## config.mk

```make
export PLATFORM = sky130hd
export DESIGN_NAME = uart_flow_modem_irq_ctrl
export DESIGN_NICKNAME = d
export VERILOG_FILES = /design/src/shared/uart_ctrl_pkg.sv /design/src/level_thresh.sv /design/src/uart_flow_modem_irq_ctrl.sv
export SDC_FILE = /design/constraint.sdc
export NUM_CORES = 1
export LEC_CHECK = 0
export ABC_AREA = 1
export BUFFER_PORTS_ARGS = -buffer_cell sky130_fd_sc_hd__clkbuf_2
export CORE_MARGIN = 4
export CORE_UTILIZATION = 35
export CTS_CLUSTER_SIZE = 20
export DETAILED_ROUTE_END_ITERATION = 10
export SYNTH_ARGS = -nofsm -noshare
export SYNTH_HDL_FRONTEND = slang
export SYNTH_SLANG_ARGS = --single-unit
```

## constraint.sdc

```tcl
create_clock -name hclk -period 3.4 [get_ports hclk]
set_clock_uncertainty 0.1 [all_clocks]
set_input_delay 0.17 -clock hclk [delete_from_list [all_inputs] [get_ports hclk]]
set_output_delay 0.17 -clock hclk [all_outputs]
set_load 0.02 [all_outputs]
```

## src/shared/uart_ctrl_pkg.sv

```systemverilog
// Behaviour
// - transmit and receive hardware flow control are enabled by two separate bits, any combination allowed.
// - with transmit flow control on, a new character may start only while cts is asserted.
// - with receive flow control on, rts is driven by hardware, asserted only while the receive fifo has room.
// - twelve maskable interrupt sources: addr match, overrun, break, parity, framing, timeout, tx, rx, dsr, dcd, cts, ri.
// - each source has an enable bit and only enabled sources reach the interrupt output.
// - software can read the raw status and the masked status of all sources.
// - a set source stays pending until cleared, and clearing some sources leaves the others alone.
// - software sets dtr and rts individually through a bit mask, unselected outputs unchanged.
// - software clears dtr and rts individually through a bit mask.
// - the present state of dtr and rts is readable as one flag each.
// - the present state of ri, dcd, dsr and cts is readable as one flag each.
// - tx and rx interrupts fire at a programmable fifo threshold of 1, 2, 4, 6 or 7 eighths.
// - in end-of-transmission mode the tx interrupt needs an empty fifo and an idle transmitter, else it is level based.
package uart_ctrl_pkg;
   // ------------------------------------------------------------
   // register byte offsets
   // ------------------------------------------------------------
   localparam logic [7:0] FLOW_CTRL_OFS   = 8'h00;
   localparam logic [7:0] IRQ_ENABLE_OFS  = 8'h04;
   localparam logic [7:0] IRQ_RAW_OFS     = 8'h08;
   localparam logic [7:0] IRQ_MASKED_OFS  = 8'h0C;
   localparam logic [7:0] IRQ_CLEAR_OFS   = 8'h10;
   localparam logic [7:0] MODEM_SET_OFS   = 8'h14;
   localparam logic [7:0] MODEM_CLR_OFS   = 8'h18;
   localparam logic [7:0] MODEM_OUT_OFS   = 8'h1C;
   localparam logic [7:0] MODEM_IN_OFS    = 8'h20;
   localparam logic [7:0] FIFO_LEVEL_OFS  = 8'h24;
   localparam logic [7:0] TX_MODE_OFS     = 8'h28;
   // ------------------------------------------------------------
   // field positions
   // ------------------------------------------------------------
   localparam int TX_GATE_BIT  = 0;   // flow ctrl: tx_handshake_gate_enable
   localparam int RX_AUTO_BIT  = 1;   // flow ctrl: rx_handshake_auto_enable
   localparam int DTR_BIT      = 0;   // modem out
   localparam int RTS_BIT      = 1;
   localparam int RI_BIT       = 0;   // modem in
   localparam int DCD_BIT      = 1;
   localparam int DSR_BIT      = 2;
   localparam int CTS_BIT      = 3;
   localparam int IRQ_ADDR     = 0;
   localparam int IRQ_OVERRUN  = 1;
   localparam int IRQ_BREAK    = 2;
   localparam int IRQ_PARITY   = 3;
   localparam int IRQ_FRAMING  = 4;
   localparam int IRQ_TIMEOUT  = 5;
   localparam int IRQ_TX       = 6;
   localparam int IRQ_RX       = 7;
   localparam int IRQ_DSR      = 8;
   localparam int IRQ_DCD      = 9;
   localparam int IRQ_CTS      = 10;
   localparam int IRQ_RI       = 11;
   localparam int IRQ_COUNT    = 12;
   localparam int RX_LVL_LSB   = 4;   // fifo level reg: tx sel [2:0], rx sel [6:4]
   // ------------------------------------------------------------
   // reset values and threshold codes
   // ------------------------------------------------------------
   localparam logic [1:0]  FLOW_RESET   = 2'h0;  // handshake_off
   localparam logic [11:0] IRQ_RESET    = 12'h000;
   localparam logic [1:0]  MODEM_RESET  = 2'h0;
   localparam logic [2:0]  LVL_RESET    = 3'h2;  // four eighths
   localparam logic [2:0]  LVL_1_8      = 3'h0;
   localparam logic [2:0]  LVL_2_8      = 3'h1;
   localparam logic [2:0]  LVL_4_8      = 3'h2;
   localparam logic [2:0]  LVL_6_8      = 3'h3;
   localparam logic [2:0]  LVL_7_8      = 3'h4;
   localparam logic        TX_IRQ_ON_LEVEL = 1'b0;
   localparam logic        TX_IRQ_ON_IDLE  = 1'b1;
   localparam logic [1:0]  HTRANS_NONSEQ   = 2'h2;
endpackage

```

## src/level_thresh.sv

```systemverilog
`timescale 1ns/1ps
// fifo fill compare against a selectable eighth of the depth
module level_thresh
   import uart_ctrl_pkg::*;
#(
   parameter int DEPTH_W = 5
) (
   input  wire logic [2:0]       sel,
   input  wire logic [DEPTH_W:0] fill,
   output logic                  reached
);
   localparam int DEPTH = 1 << DEPTH_W;

   // ------------------------------------------------------------
   // threshold in entries
   // ------------------------------------------------------------
   // unknown codes fall back to half, the reset choice
   wire [DEPTH_W+3:0] depth_w = (DEPTH_W+4)'(DEPTH);
   wire [DEPTH_W+3:0] eighths = (sel == LVL_1_8) ? (DEPTH_W+4)'(1) :
                                (sel == LVL_2_8) ? (DEPTH_W+4)'(2) :
                                (sel == LVL_6_8) ? (DEPTH_W+4)'(6) :
                                (sel == LVL_7_8) ? (DEPTH_W+4)'(7) : (DEPTH_W+4)'(4);
   wire [DEPTH_W+6:0] prod    = (DEPTH_W+7)'(depth_w) * (DEPTH_W+7)'(eighths);
   wire [DEPTH_W+6:0] fill_x  = (DEPTH_W+7)'(fill);
   assign reached = (fill_x << 3) >= prod;
endmodule

```

## src/uart_flow_modem_irq_ctrl.sv

```systemverilog
// Added by the designer: the address map and the AHB-Lite register port.
`timescale 1ns/1ps
module uart_flow_modem_irq_ctrl
   import uart_ctrl_pkg::*;
#(
   parameter int DEPTH_W = 5
) (
   input  wire logic               hclk,
   input  wire logic               hresetn,
   input  wire logic               hsel,
   input  wire logic [31:0]        haddr,
   input  wire logic [1:0]         htrans,
   input  wire logic               hwrite,
   input  wire logic [2:0]         hsize,
   input  wire logic [31:0]        hwdata,
   input  wire logic               hready,
   output logic [31:0]             hrdata,
   output logic                    hreadyout,
   output logic                    hresp,
   output logic                    irq,
   input  wire logic               cts_n_pin,
   input  wire logic               dsr_n_pin,
   input  wire logic               dcd_n_pin,
   input  wire logic               ri_n_pin,
   output logic                    rts_n_pin,
   output logic                    dtr_n_pin,
   input  wire logic [DEPTH_W:0]   rx_fill,
   input  wire logic [DEPTH_W:0]   tx_fill,
   input  wire logic               tx_busy,
   input  wire logic               tx_char_ready,
   output logic                    tx_start_ok,
   input  wire logic               addr_match_evt,
   input  wire logic               overrun_evt,
   input  wire logic               break_evt,
   input  wire logic               parity_fail_evt,
   input  wire logic               framing_fail_evt,
   input  wire logic               rx_idle_timeout_evt
);
   localparam int DEPTH = 1 << DEPTH_W;

   // ------------------------------------------------------------
   // bus address phase capture
   // ------------------------------------------------------------
   logic        wr_q, rd_q;
   logic [7:0]  addr_q;
   wire         take = hsel && hready && htrans == HTRANS_NONSEQ;
   always_ff @(posedge hclk or negedge hresetn) begin
      if (!hresetn) begin
         wr_q   <= 1'b0;
         rd_q   <= 1'b0;
         addr_q <= 8'h00;
      end else begin
         wr_q   <= take && hwrite;
         rd_q   <= take && !hwrite;
         addr_q <= take ? haddr[7:0] : addr_q;
      end
   end
   // zero wait states, always okay
   assign hreadyout = 1'b1;
   assign hresp     = 1'b0;

   wire wr_flow  = wr_q && addr_q == FLOW_CTRL_OFS;
   wire wr_en    = wr_q && addr_q == IRQ_ENABLE_OFS;
   wire wr_clr   = wr_q && addr_q == IRQ_CLEAR_OFS;
   wire wr_mset  = wr_q && addr_q == MODEM_SET_OFS;
   wire wr_mclr  = wr_q && addr_q == MODEM_CLR_OFS;
   wire wr_lvl   = wr_q && addr_q == FIFO_LEVEL_OFS;
   wire wr_txm   = wr_q && addr_q == TX_MODE_OFS;

   // ------------------------------------------------------------
   // modem input synchronisers
   // ------------------------------------------------------------
   // pins are active low; flags read as one when asserted
   logic [3:0] in_meta_q, in_sync_q, in_prev_q;
   wire  [3:0] in_pins = {~cts_n_pin, ~dsr_n_pin, ~dcd_n_pin, ~ri_n_pin};
   always_ff @(posedge hclk or negedge hresetn) begin
      if (!hresetn) begin
         in_meta_q <= 4'h0;
         in_sync_q <= 4'h0;
         in_prev_q <= 4'h0;
      end else begin
         in_meta_q <= in_pins;
         in_sync_q <= in_meta_q;
         in_prev_q <= in_sync_q;
      end
   end
   wire [3:0] in_change = in_sync_q ^ in_prev_q;

   // ------------------------------------------------------------
   // control registers
   // ------------------------------------------------------------
   logic [1:0]           flow_q;
   logic [IRQ_COUNT-1:0] en_q;
   logic [1:0]           mout_q;
   logic [2:0]           tx_lvl_q, rx_lvl_q;
   logic                 tx_mode_q;
   always_ff @(posedge hclk or negedge hresetn) begin
      if (!hresetn) begin
         flow_q    <= FLOW_RESET;
         en_q      <= IRQ_RESET;
         tx_lvl_q  <= LVL_RESET;
         rx_lvl_q  <= LVL_RESET;
         tx_mode_q <= TX_IRQ_ON_LEVEL;
      end else begin
         if (wr_flow) flow_q <= hwdata[1:0];
         if (wr_en)   en_q <= hwdata[IRQ_COUNT-1:0];
         if (wr_lvl) begin
            tx_lvl_q <= hwdata[2:0];
            rx_lvl_q <= hwdata[RX_LVL_LSB+2:RX_LVL_LSB];
         end
         if (wr_txm)  tx_mode_q <= hwdata[0];
      end
   end

   // set then clear by mask; a set and clear in one write is not possible
   wire [1:0] mout_d = (mout_q | (wr_mset ? hwdata[1:0] : 2'h0))
                       & ~(wr_mclr ? hwdata[1:0] : 2'h0);
   always_ff @(posedge hclk or negedge hresetn) begin
      if (!hresetn) mout_q <= MODEM_RESET;
      else          mout_q <= mout_d;
   end

   // ------------------------------------------------------------
   // flow control
   // ------------------------------------------------------------
   wire tx_gate_on  = flow_q[TX_GATE_BIT];
   wire rx_auto_on  = flow_q[RX_AUTO_BIT];
   wire rx_has_room = rx_fill < (DEPTH_W+1)'(DEPTH);
   // rts from hardware in auto mode, else the software bit
   wire rts_level   = rx_auto_on ? rx_has_room : mout_q[RTS_BIT];
   // only the start is gated; a character in flight finishes
   assign tx_start_ok = !tx_gate_on || in_sync_q[CTS_BIT];

   logic rts_q, dtr_q;
   always_ff @(posedge hclk or negedge hresetn) begin
      if (!hresetn) begin
         rts_q <= 1'b0;
         dtr_q <= 1'b0;
      end else begin
         rts_q <= rts_level;
         dtr_q <= mout_q[DTR_BIT];
      end
   end
   assign rts_n_pin = ~rts_q;
   assign dtr_n_pin = ~dtr_q;

   // ------------------------------------------------------------
   // fifo level and end-of-transmission events
   // ------------------------------------------------------------
   logic tx_above, rx_above;
   // compare one less than the fill, so reaching means strictly above the threshold
   wire [DEPTH_W:0] tx_fill_m1 = tx_fill - (DEPTH_W+1)'(1);
   level_thresh #(.DEPTH_W(DEPTH_W)) tx_cmp (
      .sel     (tx_lvl_q),
      .fill    (tx_fill_m1),
      .reached (tx_above)
   );
   level_thresh #(.DEPTH_W(DEPTH_W)) rx_cmp (
      .sel     (rx_lvl_q),
      .fill    (rx_fill),
      .reached (rx_above)
   );
   // tx fires while at or below its threshold, rx at or above
   // an empty fifo wraps the minus one, so it is caught on its own
   wire tx_at_lvl  = !tx_above || tx_fill == '0;
   wire tx_idle    = tx_fill == '0 && !tx_busy;
   wire tx_cond    = (tx_mode_q == TX_IRQ_ON_IDLE) ? tx_idle : tx_at_lvl;
   logic tx_cond_q, rx_cond_q;
   always_ff @(posedge hclk or negedge hresetn) begin
      if (!hresetn) begin
         tx_cond_q <= 1'b0;
         rx_cond_q <= 1'b0;
      end else begin
         tx_cond_q <= tx_cond;
         rx_cond_q <= rx_above;
      end
   end
   // edge into the condition raises the sticky bit
   wire tx_evt = tx_cond && !tx_cond_q;
   wire rx_evt = rx_above && !rx_cond_q;

   // ------------------------------------------------------------
   // interrupt status
   // ------------------------------------------------------------
   wire [IRQ_COUNT-1:0] evt = {in_change[RI_BIT], in_change[CTS_BIT], in_change[DCD_BIT],
                               in_change[DSR_BIT], rx_evt, tx_evt, rx_idle_timeout_evt,
                               framing_fail_evt, parity_fail_evt, break_evt, overrun_evt,
                               addr_match_evt};
   logic [IRQ_COUNT-1:0] raw_q;
   wire  [IRQ_COUNT-1:0] clr_mask = wr_clr ? hwdata[IRQ_COUNT-1:0] : '0;
   // set beats clear so a coincident event survives
   wire  [IRQ_COUNT-1:0] raw_d    = (raw_q & ~clr_mask) | evt;
   always_ff @(posedge hclk or negedge hresetn) begin
      if (!hresetn) raw_q <= IRQ_RESET;
      else          raw_q <= raw_d;
   end
   wire [IRQ_COUNT-1:0] masked = raw_q & en_q;
   // level output: software must clear early in the handler
   assign irq = |masked;

   // ------------------------------------------------------------
   // read mux
   // ------------------------------------------------------------
   wire [31:0] rd_mux =
      (addr_q == FLOW_CTRL_OFS)  ? {30'h0, flow_q} :
      (addr_q == IRQ_ENABLE_OFS) ? {20'h0, en_q} :
      (addr_q == IRQ_RAW_OFS)    ? {20'h0, raw_q} :
      (addr_q == IRQ_MASKED_OFS) ? {20'h0, masked} :
      (addr_q == MODEM_OUT_OFS)  ? {30'h0, rts_q, dtr_q} :
      (addr_q == MODEM_IN_OFS)   ? {28'h0, in_sync_q} :
      (addr_q == FIFO_LEVEL_OFS) ? {25'h0, rx_lvl_q, 1'b0, tx_lvl_q} :
      (addr_q == TX_MODE_OFS)    ? {31'h0, tx_mode_q} : 32'h0000_0000;
   assign hrdata = rd_q ? rd_mux : 32'h0000_0000;

   // ------------------------------------------------------------
   // checks
   // ------------------------------------------------------------
   irq_sticky_a: assert property (@(posedge hclk) disable iff (!hresetn)
      raw_q[IRQ_BREAK] && !(wr_clr && hwdata[IRQ_BREAK]) |=> raw_q[IRQ_BREAK])
      else $error("pending source dropped without clear");
   irq_clear_a: assert property (@(posedge hclk) disable iff (!hresetn)
      wr_clr && hwdata[IRQ_PARITY] && !parity_fail_evt |=> !raw_q[IRQ_PARITY])
      else $error("clear did not reset source");
   irq_gate_a: assert property (@(posedge hclk) disable iff (!hresetn)
      en_q == '0 |-> !irq)
      else $error("irq not gated by enables");
   irq_event_a: assert property (@(posedge hclk) disable iff (!hresetn)
      overrun_evt |=> raw_q[IRQ_OVERRUN])
      else $error("event not captured");
   tx_gate_a: assert property (@(posedge hclk) disable iff (!hresetn)
      tx_gate_on && !in_sync_q[CTS_BIT] |-> !tx_start_ok)
      else $error("start allowed without cts");
   rts_auto_a: assert property (@(posedge hclk) disable iff (!hresetn)
      rx_auto_on && rx_fill == (DEPTH_W+1)'(DEPTH) ##1 rx_auto_on |-> rts_n_pin)
      else $error("rts asserted with full fifo");
   modem_set_a: assert property (@(posedge hclk) disable iff (!hresetn)
      wr_mset && hwdata[DTR_BIT] |=> ##1 !dtr_n_pin)
      else $error("dtr not asserted by set");
   modem_clr_a: assert property (@(posedge hclk) disable iff (!hresetn)
      wr_mclr && hwdata[DTR_BIT] && !wr_mset |=> ##1 dtr_n_pin)
      else $error("dtr not cleared");
   cts_flag_a: assert property (@(posedge hclk) disable iff (!hresetn)
      !cts_n_pin [*3] |-> in_sync_q[CTS_BIT])
      else $error("cts flag stale");
   eot_mode_a: assert property (@(posedge hclk) disable iff (!hresetn)
      tx_mode_q == TX_IRQ_ON_IDLE && tx_busy |-> !tx_evt)
      else $error("tx irq while busy in eot mode");
endmodule

```

==> summary.md <==
| Metric | Value |
|---|---|
| Post-synthesis sequential area ratio | `44.3%` |
| Highest metal used | `met4` |
| Pwr dens | `367 nW/um^2` |
| PortBufs | `65` |
| Slowest cell on crit path | `nor2_2` |
| Max-slew headroom | `59.0%` |
| Fraction of layout cells with a size suffix above 1 | `25.3%` |
| Clock root buffer | `clkbuf_8` |
| WL final | `8.00 mm` |
| Antenna violations before repair | `0` |
| Core box area | `9420 sq um` |
| DR vias/cell | `4.54` |
| GRT Overall Usage | `14.8%` |
| Fmax | `406 MHz` |
| Crit-path max FO | `11` |
| Die Width | `107 um` |
| CTS buffer count | `9` |
| DRC | `0` |
| Worst-Skew Late Latency | `0.34 ns` |
| Startpoint types | `flop` |
| Final worst-path cycle share | `72.5%` |
| Gpl congestion | `0.822` |
| Static Leak | `0.00220 uW` |
| Least-Margin Pin Slew | `0.614 ns` |
| Die Footprint | `11500 sq um` |
| Tmin final | `2.46 ns` |
| Vias in the first global route | `2877` |
| Drt wl/cell | `12.5 um` |
| Post-layout nets | `610` |
| Number of DRC markers in iteration 0 | `106` |
| Stages on worst setup path | `8` |
| Yosys top cell by area | `dfrtp_1` |
| Pre-antenna DRT Iters | `4` |
| Peak supply drop | `203 uV` |
| WL met3 | `471 um` |
| Worst EP arrival | `2.19 ns` |
| Worst path top cell family by delay | `simple AND/OR/NAND/NOR gates` |
| Max-capacitance violation count | `0` |
| Post-CTS sizing | `0` |
| Flops & latches, synth | `61` |
| Mapped cell area | `3450 sq um` |
| Starting Density | `36.7%` |
| DP Worst Slack | `1.29 ns` |
| Top post-synthesis cells by area | `dfrtp_1, nand2_1, inv_1` |
| Setup violations, final | `0` |
| Gr ovfl total | `0` |
| Max Slew Vio Count | `0` |
| Flop2flop setup slack | `1.53 ns` |
| Post-CTS Setup Bufs | `0` |
| Multi-input gate area | `1560 sq um` |
| Global-route wire length before repair | `13.5 mm` |
| Area share of the largest cell type after synthesis | `42.8%` |
| Largest stage delay, worst path | `0.41 ns` |
| Largest net degree at the start of global routing | `39` |
| # rows | `35` |
| Chip height | `107 um` |
| Fin worst setup slack | `0.936 ns` |
| Hold depth | `3` |
| Worst-case clock buffer depth | `2` |
| Final Hold Viols | `0` |
| Synth Warn # | `0` |
| Post-Route M1 WL | `3.53 mm` |
| Sequential cell area | `1530 sq um` |
| Syn_area_per_cell | `8.46 sq um` |
| Crit end category | `output port` |
| TritonCTS clock tree | `done` |
| CTS Hold Buffers Added | `30` |
| Met2 routed WL | `3.92 mm` |
| Fin area | `4280 sq um` |
| RSZ-0062 raised after global routing | `false` |
| R2R depth | `6` |
| Clk sinks | `61` |
| Filler Cell Count | `958` |
| Dpl hpwl | `6.02 mm` |
| Top Ports | `136` |
| Routed Antenna Nets | `0` |
| Cells after Synth | `408` |
| Via Count | `2903` |
| WP data required | `3.13 ns` |
| Worst hold path type | `input pin to flop` |
| Worst Path Buf+Inv | `3` |
| Outcome | `complete, no violations` |
| Crit-path cells | `inv_1, nand2_1, nor2_4, inv_2, nor2_2, a21oi_1, a41oi_1, clkbuf_2` |
| Cell Area, Placed | `3800 sq um` |
| CTS H-tree lvls | `3` |
| Area growth syn-to-layout | `23.9%` |
| Crit Path Category | `flop to output port` |
| # diodes | `0` |
| Count of different cell masters after synthesis | `38` |
| Setup TNS Final | `0 ns` |
| Clock Pin Slew Worst Setup and Hold Paths | `0.06 ns` |
==> through the flow <==
| stage | power, uW | hold WS, ns | util, % | instances |
|---|---|---|---|---|
| floorplan | 920 | -0.226 | - | 428 |
| CTS | 1590 | 0.0367 | 45.4 | 639 |
| finish | 1570 | 0.0385 | 45.4 | 639 |
| global placement | 964 | 0.0920 | 40.3 | 594 |
| global route | 1650 | 0.0421 | 45.4 | 639 |
| detailed placement | 970 | 0.110 | 40.3 | 594 |
==> layer usage <==
metal / vias to the layer above / global-route usage [%]
met1: 1337 / 18.8
li1: 1473 / -
met2: 83 / 24.8
met3: 10 / 4.56
met5: - / 0
met4: 0 / 3.29
==> worst paths after layout <==
| check | from | end |
|---|---|---|
| max | addr_q[0] | hrdata[2] |
| min | hwdata[6] | en_q[6] |
| max reg2reg | addr_q[7] | raw_q[1] |
| min reg2reg | in_meta_q[2] | in_sync_q[2] |
| max in group asynchronous | hresetn | tx_lvl_q[1] |
| min in group asynchronous | hresetn | in_meta_q[0] |
==> Yosys cell counts (all sizes together) <==
cell type,n
a21oi,24
o21ai,46
o211ai,6
nand3b,1
or2,2
clkbuf,1
buf,28
nand2,93
a41oi,1
dfstp,2
a31oi,4
clkinv,1
a21boi,4
nor2,41
xnor2,4
a221oi,3
nand4,4
ha,6
dfrtp,59
nor3,2
a22oi,1
nand3,17
conb,2
xor2,1
inv,55
==> cell families after synthesis <==
family	Yosys count	share of synthesized area, %
fa+ha+maj	6	2.17
xor+xnor	5	1.27
compound gates	89	17.1
simple gates	160	22.2
other cells	2	0.218
buf+inv	85	12.8
flops	61	44.3
==> cells in the final DEF (no fill, tap or decap), drive strengths merged <==
cell type,count
nand2,93
clkbuf,79
dfrtp,59
inv,55
o21ai,46
nor2,41
dlygate4sd3,30
a21oi,24
conb,22
nand3,17
o211ai,6
ha,6
xnor2,4
a21boi,4
a31oi,4
nand4,4
a221oi,3
nor3,2
dfstp,2
or2,2
clkinv,2
xor2,1
a22oi,1
nand3b,1
a41oi,1
buf,1
==> sequential cells by signal, indices dropped and copies added (netlist names) <==
register / cells
en_q: 12
in_meta_q: 4
rd_q: 1
rx_cond_q: 1
tx_cond_q: 1
dtr_q: 1
rts_q: 1
raw_q: 12
tx_mode_q: 1
in_prev_q: 4
wr_q: 1
in_sync_q: 4
mout_q: 2
rx_lvl_q: 3
flow_q: 2
addr_q: 8
tx_lvl_q: 3
==> cell type report <==
cell class              count  share of cell area [%]
repair buffers             96                    14.8
flip-flops and latches     61                    35.8
multi-input cells         282                    36.4
inverters                  56                    5.09
clock inverters             1                   0.117
well taps                 129                    3.77
clock buffers              14                    4.04
==> worst min-delay path, cell delays in order <==
cell	delay, ns
clkbuf_2	0.08
inv_1	0.12
o21ai_2	0.07
==> power breakdown <==
group | switching (uW) | total [uW] | leakage (uW) | internal [uW]
logic | 122 | 199 | 0.00148 | 77.5
registers | 26.6 | 781 | 0.000626 | 755
clock network | 268 | 588 | 0.0000926 | 320
Note: power is estimated with default switching activity, not from simulation.
